--- src/pkg/pmcm_pkg.sv ---
/*
 * pmcm_pkg: constants and types for the power-mode and clock manager.
 * Assumes a single 50 MHz control clock; oscillator sources are modelled
 * as ready/running flags plus sampled clock inputs.
 */
package pmcm_pkg;
	// clock_source_select encodings
	localparam logic [1:0] SEL_DEFAULT = 2'h0; // primary or internal by config
	localparam logic [1:0] SEL_SECONDARY = 2'h1;
	localparam logic [1:0] SEL_PRIMARY = 2'h2;
	localparam logic [1:0] SEL_INTERNAL = 2'h3;
	// oscillator control register field positions
	localparam int IDLE_BIT = 7;
	localparam int PRI_ACTIVE_BIT = 3;
	localparam int SEL_LSB = 0;
	// reset values
	localparam logic [1:0] SEL_RESET = 2'h0;
	localparam logic IDLE_RESET = 1'b0;
	// switch pause: old-source and new-source edge counts
	localparam int OLD_EDGES = 2;
	localparam int NEW_EDGES = 4; // upper end of three to four
	// cpu ready delay after a wake, in ns, and its cycle count at 50 MHz
	localparam int CLK_PERIOD_NS = 20;
	localparam int CPU_READY_NS = 200;
	localparam int CPU_READY_CYCLES = (CPU_READY_NS + CLK_PERIOD_NS - 1) / CLK_PERIOD_NS;
	// source identifiers
	typedef enum logic [1:0] {SRC_NONE, SRC_PRIMARY, SRC_SECONDARY, SRC_INTERNAL} src_t;
endpackage : pmcm_pkg

--- src/hw/power_mode_clock_manager.sv ---
/*
 * power_mode_clock_manager: run/idle/sleep sequencing and glitch-free
 * selection among primary, secondary and internal oscillators.
 * Assumes oscillator clocks arrive as slow asynchronous levels that are
 * sampled by i_clk; the gated clocks out are registered enables/levels.
 */
`timescale 1ns/1ps
`default_nettype none

// Functional notes
// - select write switches clock when source runs
// - power-down instruction alone enters sleep/idle
// - idle bit sampled at each power-down
// - sleep stops cpu and peripheral clocks
// - select 10 runs everything from primary
// - switch pauses two old, four new edges
// - status flags show primary or secondary source
// - select 01 moves to secondary, stops primary
// - secondary disabled blocks entry; unstarted withholds clocks
// - secondary to primary waits primary ready
// - select 11 runs from internal, stops primary
// - internal to primary waits; internal stays for watchdog
// - reset gives primary run, unless two-speed or config maps 00 to internal
// - sleep stops oscillator, clears flags, keeps needed
// - sleep wake waits source or uses internal
// - idle gates cpu only, flags unchanged
// - idle exit by event, after cpu delay
// - watchdog wakes to selected run; bits kept
// - idle bit 7, status bit 3, select 1:0
// - reset clears select; config maps 00
module power_mode_clock_manager #(
	parameter int READY_CYCLES = pmcm_pkg::CPU_READY_CYCLES
) (
	input wire logic i_clk,
	input wire logic i_srst,
	input wire logic i_ctl_we,               // control register write strobe
	input wire logic [7:0] i_ctl_wdata,      // control register write data
	input wire logic i_power_down,           // power-down instruction executed
	input wire logic i_interrupt,            // wake by interrupt
	input wire logic i_wdt_timeout,          // watchdog time-out
	input wire logic i_reset_source_choice,  // config: 00 means primary
	input wire logic i_two_speed_en,         // two-speed start-up enabled
	input wire logic i_failsafe_en,          // fail-safe monitor enabled
	input wire logic i_wdt_en,               // watchdog enabled
	input wire logic i_secondary_osc_enable, // secondary oscillator enabled
	input wire logic i_primary_ready,        // primary oscillator stable
	input wire logic i_secondary_running,    // secondary oscillating
	input wire logic i_primary_clk,          // primary source clock
	input wire logic i_secondary_clk,        // secondary source clock
	input wire logic i_internal_clk,         // internal rc clock
	output logic [7:0] o_ctl_rdata,          // control register readback
	output logic o_secondary_clock_active,   // secondary flag
	output logic o_primary_osc_en,           // primary oscillator enable
	output logic o_secondary_osc_run,        // keep secondary running
	output logic o_internal_osc_en,          // internal oscillator enable
	output logic o_cpu_clk,                  // gated cpu clock
	output logic o_periph_clk,               // gated peripheral clock
	output logic o_cpu_run                   // cpu may execute
);
	initial begin
		assert (READY_CYCLES >= 1 && READY_CYCLES < 256)
			else $error("ready cycles out of range");
	end

	// operating modes of the sequencer:
	// run: cpu and peripherals clocked from the current source
	// wait_src: new source requested, old one still clocking unless the target is secondary
	// switch: glitch-free pause, both gated clocks held low
	// idle / sleep: cpu gated / everything gated
	// wake: cpu held off for the ready delay after an idle exit
	typedef enum logic [2:0] {ST_RUN, ST_SWITCH, ST_WAIT_SRC, ST_IDLE, ST_SLEEP, ST_WAKE} mode_t;

	// all state in one struct
	// one flop image keeps reset and next-state in a single place;
	// the price is that every field is rewritten on every edge
	// synchroniser bits live here too, so they reset with the rest
	typedef struct packed {
		mode_t mode;
		logic idle_bit;              // idle_on_sleep
		logic [1:0] sel;             // clock_source_select
		pmcm_pkg::src_t cur;         // source now clocking
		pmcm_pkg::src_t tgt;         // source being switched to
		logic [2:0] old_cnt;         // old-source edges counted
		logic [2:0] new_cnt;         // new-source edges counted
		logic [7:0] ready_cnt;       // cpu ready delay
		logic pri_act;
		logic sec_act;
		logic pri_en;
		logic [2:0] s_pri;           // primary clock sync + edge history
		logic [2:0] s_sec;
		logic [2:0] s_int;
		logic [1:0] s_prdy;
		logic [1:0] s_srun;
		logic cpu_clk;
		logic per_clk;
		logic cpu_run;
	} state_t;

	state_t state_reg;
	state_t state_next;

	// map a select code to a source
	// code 00 is the only one whose meaning depends on configuration,
	// so the config bit is looked at live rather than latched
	function automatic pmcm_pkg::src_t decode_sel(input logic [1:0] sel, input logic cfg);
		case (sel)
			pmcm_pkg::SEL_SECONDARY: decode_sel = pmcm_pkg::SRC_SECONDARY;
			pmcm_pkg::SEL_PRIMARY: decode_sel = pmcm_pkg::SRC_PRIMARY;
			pmcm_pkg::SEL_INTERNAL: decode_sel = pmcm_pkg::SRC_INTERNAL;
			default: decode_sel = cfg ? pmcm_pkg::SRC_PRIMARY : pmcm_pkg::SRC_INTERNAL;
		endcase
	endfunction : decode_sel

	// rising edge seen on a synchronised source
	// only bits 1 and 2 are compared: bit 0 may still be metastable
	// sources must run below half of i_clk or edges are lost
	function automatic logic rise(input logic [2:0] s);
		rise = s[1] & ~s[2];
	endfunction : rise

	// level of the synchronised source
	// no source selected gives a steady low, never a stale level
	function automatic logic lvl(input pmcm_pkg::src_t s, input state_t st);
		case (s)
			pmcm_pkg::SRC_PRIMARY: lvl = st.s_pri[1];
			pmcm_pkg::SRC_SECONDARY: lvl = st.s_sec[1];
			pmcm_pkg::SRC_INTERNAL: lvl = st.s_int[1];
			default: lvl = 1'b0;
		endcase
	endfunction : lvl

	// edge on the chosen source
	// used to count the old- and new-source halves of the pause
	function automatic logic edge_of(input pmcm_pkg::src_t s, input state_t st);
		case (s)
			pmcm_pkg::SRC_PRIMARY: edge_of = rise(st.s_pri);
			pmcm_pkg::SRC_SECONDARY: edge_of = rise(st.s_sec);
			pmcm_pkg::SRC_INTERNAL: edge_of = rise(st.s_int);
			default: edge_of = 1'b0;
		endcase
	endfunction : edge_of

	// new source able to clock: primary stable, secondary oscillating
	// both status inputs are synchronised copies; the rc source is
	// taken as always running, although o_internal_osc_en can switch it off
	function automatic logic src_ok(input pmcm_pkg::src_t s, input state_t st);
		case (s)
			pmcm_pkg::SRC_PRIMARY: src_ok = st.s_prdy[1];
			pmcm_pkg::SRC_SECONDARY: src_ok = st.s_srun[1];
			pmcm_pkg::SRC_INTERNAL: src_ok = 1'b1;
			default: src_ok = 1'b0;
		endcase
	endfunction : src_ok

	// next-state logic
	always_comb begin
		pmcm_pkg::src_t want;
		logic wake;
		state_next = state_reg;
		want = decode_sel(state_reg.sel, i_reset_source_choice);
		wake = i_interrupt | i_wdt_timeout;
		// inputs from other domains pass two flops before use
		state_next.s_pri = {state_reg.s_pri[1:0], i_primary_clk};
		state_next.s_sec = {state_reg.s_sec[1:0], i_secondary_clk};
		state_next.s_int = {state_reg.s_int[1:0], i_internal_clk};
		state_next.s_prdy = {state_reg.s_prdy[0], i_primary_ready};
		state_next.s_srun = {state_reg.s_srun[0], i_secondary_running};
		// software writes idle bit and select; wakes never touch them
		if (i_ctl_we) begin
			state_next.idle_bit = i_ctl_wdata[pmcm_pkg::IDLE_BIT];
			state_next.sel = i_ctl_wdata[pmcm_pkg::SEL_LSB +: 2];
		end
		// default gated clocks follow the current source
		state_next.cpu_clk = lvl(state_reg.cur, state_reg);
		state_next.per_clk = lvl(state_reg.cur, state_reg);
		// mode sequencer; each branch only overrides what it must,
		// everything else keeps the defaults set above
		// wake events outside idle or sleep are ignored here
		case (state_reg.mode)
			ST_RUN: begin
				state_next.cpu_run = 1'b1;
				if (i_power_down) begin
					if (state_reg.idle_bit) begin
						// secondary idle refused when its oscillator is off
						if (!(state_reg.cur == pmcm_pkg::SRC_SECONDARY && !i_secondary_osc_enable)) begin
							state_next.mode = ST_IDLE;
							state_next.cpu_run = 1'b0;
							state_next.cpu_clk = 1'b0;
						end
					end else begin
						state_next.mode = ST_SLEEP;
						state_next.cpu_run = 1'b0;
						state_next.cpu_clk = 1'b0;
						state_next.per_clk = 1'b0;
						state_next.pri_act = 1'b0;
						state_next.sec_act = 1'b0;
						state_next.pri_en = 1'b0;
						state_next.cur = pmcm_pkg::SRC_NONE;
					end
				end else if (want != state_reg.cur) begin
					if (want == pmcm_pkg::SRC_SECONDARY && !i_secondary_osc_enable) begin
						state_next.mode = ST_RUN; // entry refused
					end else begin
						state_next.tgt = want;
						if (want == pmcm_pkg::SRC_PRIMARY)
							state_next.pri_en = 1'b1;
						// stay on old source until new is ready
						state_next.mode = ST_WAIT_SRC;
					end
				end
			end
			ST_WAIT_SRC: begin
				// later select writes are stored but not acted on until
				// this switch completes and run compares again
				// secondary enabled but not oscillating withholds clocks
				if (state_reg.tgt == pmcm_pkg::SRC_SECONDARY) begin
					state_next.cpu_clk = 1'b0;
					state_next.per_clk = 1'b0;
					state_next.cpu_run = 1'b0;
				end
				if (src_ok(state_reg.tgt, state_reg)) begin
					state_next.mode = ST_SWITCH;
					state_next.old_cnt = 3'h0;
					state_next.new_cnt = 3'h0;
					state_next.cpu_run = 1'b0;
				end
			end
			ST_SWITCH: begin
				// two old-source edges, then four new-source edges
				// with no old source (sleep wake) the first half is a
				// plain two-cycle count so the switch cannot stall
				// mux output held low through the pause
				state_next.cpu_clk = 1'b0;
				state_next.per_clk = 1'b0;
				state_next.cpu_run = 1'b0;
				if (state_reg.old_cnt < 3'(pmcm_pkg::OLD_EDGES)) begin
					if (edge_of(state_reg.cur, state_reg) || state_reg.cur == pmcm_pkg::SRC_NONE)
						state_next.old_cnt = state_reg.old_cnt + 3'h1;
				end else if (state_reg.new_cnt < 3'(pmcm_pkg::NEW_EDGES)) begin
					if (edge_of(state_reg.tgt, state_reg))
						state_next.new_cnt = state_reg.new_cnt + 3'h1;
				end else begin
					state_next.cur = state_reg.tgt;
					state_next.mode = ST_RUN;
					state_next.cpu_run = 1'b1;
					// flags follow the source now clocking
					state_next.pri_act = (state_reg.tgt == pmcm_pkg::SRC_PRIMARY);
					state_next.sec_act = (state_reg.tgt == pmcm_pkg::SRC_SECONDARY);
					// primary off when leaving it; secondary left running
					if (state_reg.tgt != pmcm_pkg::SRC_PRIMARY)
						state_next.pri_en = 1'b0;
				end
			end
			ST_IDLE: begin
				// peripherals keep their clock; flags untouched
				state_next.cpu_clk = 1'b0;
				state_next.cpu_run = 1'b0;
				if (wake) begin
					state_next.mode = ST_WAKE;
					state_next.ready_cnt = 8'(READY_CYCLES);
				end
			end
			ST_SLEEP: begin
				// nothing is clocked; a wake either waits for the chosen
				// source or, with two-speed or fail-safe, starts at once
				// from the rc source and leaves the switch to run mode
				state_next.cpu_clk = 1'b0;
				state_next.per_clk = 1'b0;
				state_next.cpu_run = 1'b0;
				if (wake) begin
					if (i_two_speed_en || i_failsafe_en) begin
						state_next.cur = pmcm_pkg::SRC_INTERNAL;
						state_next.tgt = want;
						state_next.pri_en = (want == pmcm_pkg::SRC_PRIMARY);
						state_next.mode = ST_RUN;
					end else begin
						state_next.tgt = want;
						state_next.pri_en = (want == pmcm_pkg::SRC_PRIMARY);
						state_next.mode = ST_WAIT_SRC; // no clock until ready
					end
				end
			end
			ST_WAKE: begin
				// cpu held while it becomes ready
				state_next.cpu_clk = 1'b0;
				state_next.cpu_run = 1'b0;
				if (state_reg.ready_cnt <= 8'h1) begin
					state_next.mode = ST_RUN;
					state_next.cpu_run = 1'b1;
				end else begin
					state_next.ready_cnt = state_reg.ready_cnt - 8'h1;
				end
			end
			default: state_next.mode = ST_RUN;
		endcase
		// synchronous reset: primary run when config maps 00 to primary, unless two-speed start
		// placed last so it overrides every branch above
		// two-speed start runs from rc while primary is enabled,
		// then the normal run-mode compare moves it to primary
		if (i_srst) begin
			state_next = '0;
			state_next.mode = ST_RUN;
			state_next.sel = pmcm_pkg::SEL_RESET;
			state_next.idle_bit = pmcm_pkg::IDLE_RESET;
			state_next.cpu_run = 1'b1;
			if (!i_two_speed_en && i_reset_source_choice) begin
				state_next.cur = pmcm_pkg::SRC_PRIMARY;
				state_next.pri_act = 1'b1;
				state_next.pri_en = 1'b1;
			end else begin
				state_next.cur = pmcm_pkg::SRC_INTERNAL;
				state_next.pri_en = i_reset_source_choice;
			end
		end
	end

	// state register
	always_ff @(posedge i_clk) begin
		state_reg <= state_next;
	end

	// outputs straight from flops
	// loaded from the next-state image so they match the state
	// register edge for edge, with no extra cycle of lag
	// the secondary keep-running output simply follows its enable
	always_ff @(posedge i_clk) begin
		o_ctl_rdata <= {state_next.idle_bit, 3'h0, state_next.pri_act, 1'b0, state_next.sel};
		o_secondary_clock_active <= state_next.sec_act;
		o_primary_osc_en <= state_next.pri_en;
		o_secondary_osc_run <= i_secondary_osc_enable;
		o_internal_osc_en <= (state_next.cur == pmcm_pkg::SRC_INTERNAL) | i_wdt_en | i_failsafe_en;
		o_cpu_clk <= state_next.cpu_clk;
		o_periph_clk <= state_next.per_clk;
		o_cpu_run <= state_next.cpu_run;
	end
endmodule : power_mode_clock_manager

`default_nettype wire

--- config.mk ---
export PLATFORM = sky130hd
export DESIGN_NAME = power_mode_clock_manager
export DESIGN_NICKNAME = d
export VERILOG_FILES = /design/src/pkg/pmcm_pkg.sv /design/src/hw/power_mode_clock_manager.sv
export SDC_FILE = /design/constraint.sdc
export NUM_CORES = 1
export LEC_CHECK = 0
export ABC_AREA = 1
export BUFFER_PORTS_ARGS = -buffer_cell sky130_fd_sc_hd__buf_2
export CAP_MARGIN = 20
export CORE_MARGIN = 2
export CORE_UTILIZATION = 56
export DETAILED_ROUTE_END_ITERATION = 7
export PLACE_DENSITY = 0.85
export SLEW_MARGIN = 20
export SYNTH_ARGS = -nofsm -noshare
export SYNTH_HDL_FRONTEND = slang
export SYNTH_SLANG_ARGS = --single-unit
--- constraint.sdc ---
create_clock -name i_clk -period 2.1 [get_ports i_clk]
set_clock_uncertainty 0.1 [all_clocks]
set_input_delay 0.21 -clock i_clk [delete_from_list [all_inputs] [get_ports i_clk]]
set_output_delay 0.21 -clock i_clk [all_outputs]
set_load 0.01 [all_outputs]
==> flow_summary.json <==
{
  "finalInstanceArea_mm2": 0.00272,
  "clockRootBuffer": "clkbuf_8",
  "numCtsBuffers": 5,
  "wl_um": 5250,
  "final_util_pct": 66.4,
  "syn_area_per_cell_um2": 6.46,
  "die-area_mm2": 0.00485,
  "largest_reg_flops": 36,
  "reg2regPathDepth": 12,
  "max_slew_margin_pct": 64.3,
  "fin_crit_sh_pct": 88.2,
  "dp_hpwl_um": 3930,
  "rsz0062_at_grt": "no",
  "cp_slowest_cell": "dfxtp_1",
  "path_class": "flop to flop",
  "synth_cells": 374,
  "final_common_cell": "nand2_1",
  "vias": 2376,
  "wire_per_inst_um": 11.5,
  "hold_viol_final": 0,
  "design.portCount": 39,
  "die_w_um": 69.7,
  "drcViolationCount": 0,
  "grt_pass1_vias": 2199,
  "whs_ns": 0.00910,
  "drt_first_pass_iters": 5,
  "total_power_mw": 3.13,
  "antenna_found_initial": 0,
  "fmax_mhz": 540,
  "drv_cap": 0,
  "critPathMaxStageDelay_ns": 0.41,
  "cp-end-kind": "flop",
  "clk_pin_slew_ns": 0.09,
  "syn_to_final_growth_pct": 12.4,
  "path_common_cell": "nand2_1",
  "yosys_warnings": 0,
  "power_density_mw_per_mm2": 1150,
  "die_height_um": 69.7,
  "crit_fanout": 9,
  "coreArea_mm2": 0.00409,
  "synth_top_cells_by_area": "dfxtp_1 (36%), nand2_1 (14%), nor2_1 (9.6%), inv_1 (9.2%), nand3_1 (5.0%)",
  "seq_area_frac_synth_pct": 38.1,
  "synth_top_cell_by_area": "dfxtp_1",
  "min_period_ns": 1.85,
  "min_path_type": "input pin to flop",
  "setup_violations": 0,
  "hold_depth": 3,
  "antenna_cells": 0,
  "netlist_area_mm2": 0.00241,
  "drive_gt1_share_pct": 12.6,
  "ys_dominant_reg_cell": "dfxtp_1",
  "fin_nets": 433,
  "port_buffers": 29,
  "tritoncts": "yes",
  "final_cell_mix": "nand2_1 (91), nor2_1 (62), inv_1 (59), dfxtp_1 (43), buf_2 (29)",
  "vias_per_cell": 5.21,
  "ys_types": 31,
  "initial_core_util_pct": 59.1,
  "cp-start-kind": "flop",
  "clk_path_buf_depth": 2,
  "status": "complete, no violations",
  "irDropWorstVdd_v": 0.000426,
  "yosys_register_bits": 45,
  "post_cts_resized": 0,
  "clk_latency_ns": 0.30,
  "grt_first_pass_wirelength_um": 9000,
  "synth_top_cell_area_share_pct": 35.6,
  "placed_area_mm2": 0.00257,
  "grt_overflow": 0,
  "worstPathCellList": "inv_1, ha_1, inv_1, nand2_1, nand2_1, nor2_1, nand2_1, nand3_2, inv_2, nand3_1, nand2_1, nor2_1",
  "ant_nets": 0,
  "p_leak_nw": 1.39,
  "crit_arrival_ns": 1.95,
  "tns_ns": 0,
  "gp_congestion": 0.938,
  "grt_util_all_layers_pct": 22.2,
  "synthArstFlopShare_pct": 0,
  "cts.htree.levels": 2,
  "synth_edf_count": 2,
  "clock_sinks": 45,
  "tightest_slew_ns": 0.535,
  "grt_max_degree": 24,
  "std_cell_rows": 23,
  "drtIter0Drc": 147,
  "required_ns": 2.20,
  "slew_violations": 0
}
-- power breakdown --
part           switching (mW)  total, mW  internal [mW]  leakage [nW]
logic                   0.812       1.24          0.433         0.954
clock network           0.298      0.723          0.425        0.0663
registers               0.145       1.16           1.02         0.375
total                    1.26       3.13           1.88          1.39
-- cell usage after synthesis (all sizes together), types with 2 or more instances --
cell / instances
o21ai: 20
nand4: 7
nand3: 25
a31oi: 2
a21oi: 21
o21bai: 2
clkbuf: 3
o211ai: 2
dfxtp: 43
nand2: 94
nor2: 66
and3: 2
edfxtp: 2
ha: 4
xor2: 2
nor3: 3
buf: 9
inv: 62
-- worst max-delay path, delay by kind of cell (launching register included) --
family | cells | cell delay [ns]
adder cells (fa/ha/maj) | 1 | 0.24
AND/OR/NAND/NOR | 8 | 0.71
flip-flops | 1 | 0.41
buffers and inverters | 3 | 0.31
-- metrics by stage --
| step | worst slack [ns] | instances |
|---|---|---|
| after floorplan | 0.526 | 377 |
| after global placement | 0.373 | 446 |
| after detailed placement | 0.295 | 446 |
| after CTS | 0.269 | 456 |
| after global routing | 0.0298 | 456 |
| final | 0.248 | 456 |
-- timing repair --
| action | in CTS | in global routing |
|---|---|---|
| hold buffers | 2 | 0 |
| setup buffers | 0 | 0 |
| endpoints found under the hold margin | 2 | 0 |
-- per-layer routing --
metal  share of wire (%)  global-route usage, %  up-vias
met4                 1.6                   7.26        0
met3                 6.1                   3.63        9
li1                    -                      -     1217
met2                  48                   39.5       95
met5                   0                      0        -
met1                  44                   27.2     1055
-- final cells by class --
cell class	count	area (um^2)
multi-input combinational	258	1190
sequential	45	921
tap	50	62.6
clock buffer	6	93.8
clock inverter	2	35.0
timing repair buffer	33	180
fill	383	1370
inverter	62	235
-- worst paths after layout --
| path | from | end | slack, ns |
|---|---|---|---|
| max | state_reg[19] | state_reg[21] | 0.25 |
| min | i_primary_ready | state_reg[5] | 0.009 |
| max reg2reg | state_reg[19] | state_reg[21] | 0.25 |
| min reg2reg | state_reg[3] | state_reg[4] | 0.30 |
-- cell families (layout without fill, tap and decap cells) --
group | Yosys count | in the layout | share of synthesized area, %
flip-flops | 45 | 45 | 38.1
AO/OA/AOI/OAI | 49 | 49 | 10.8
AND/OR/NAND/NOR | 199 | 199 | 34.9
buffers and inverters | 74 | 103 | 13.2
other | 1 | 4 | 0.155
adder cells (fa/ha/maj) | 4 | 4 | 2.07
XOR/XNOR | 2 | 2 | 0.726
Note: power is estimated with default switching activity, not from simulation.
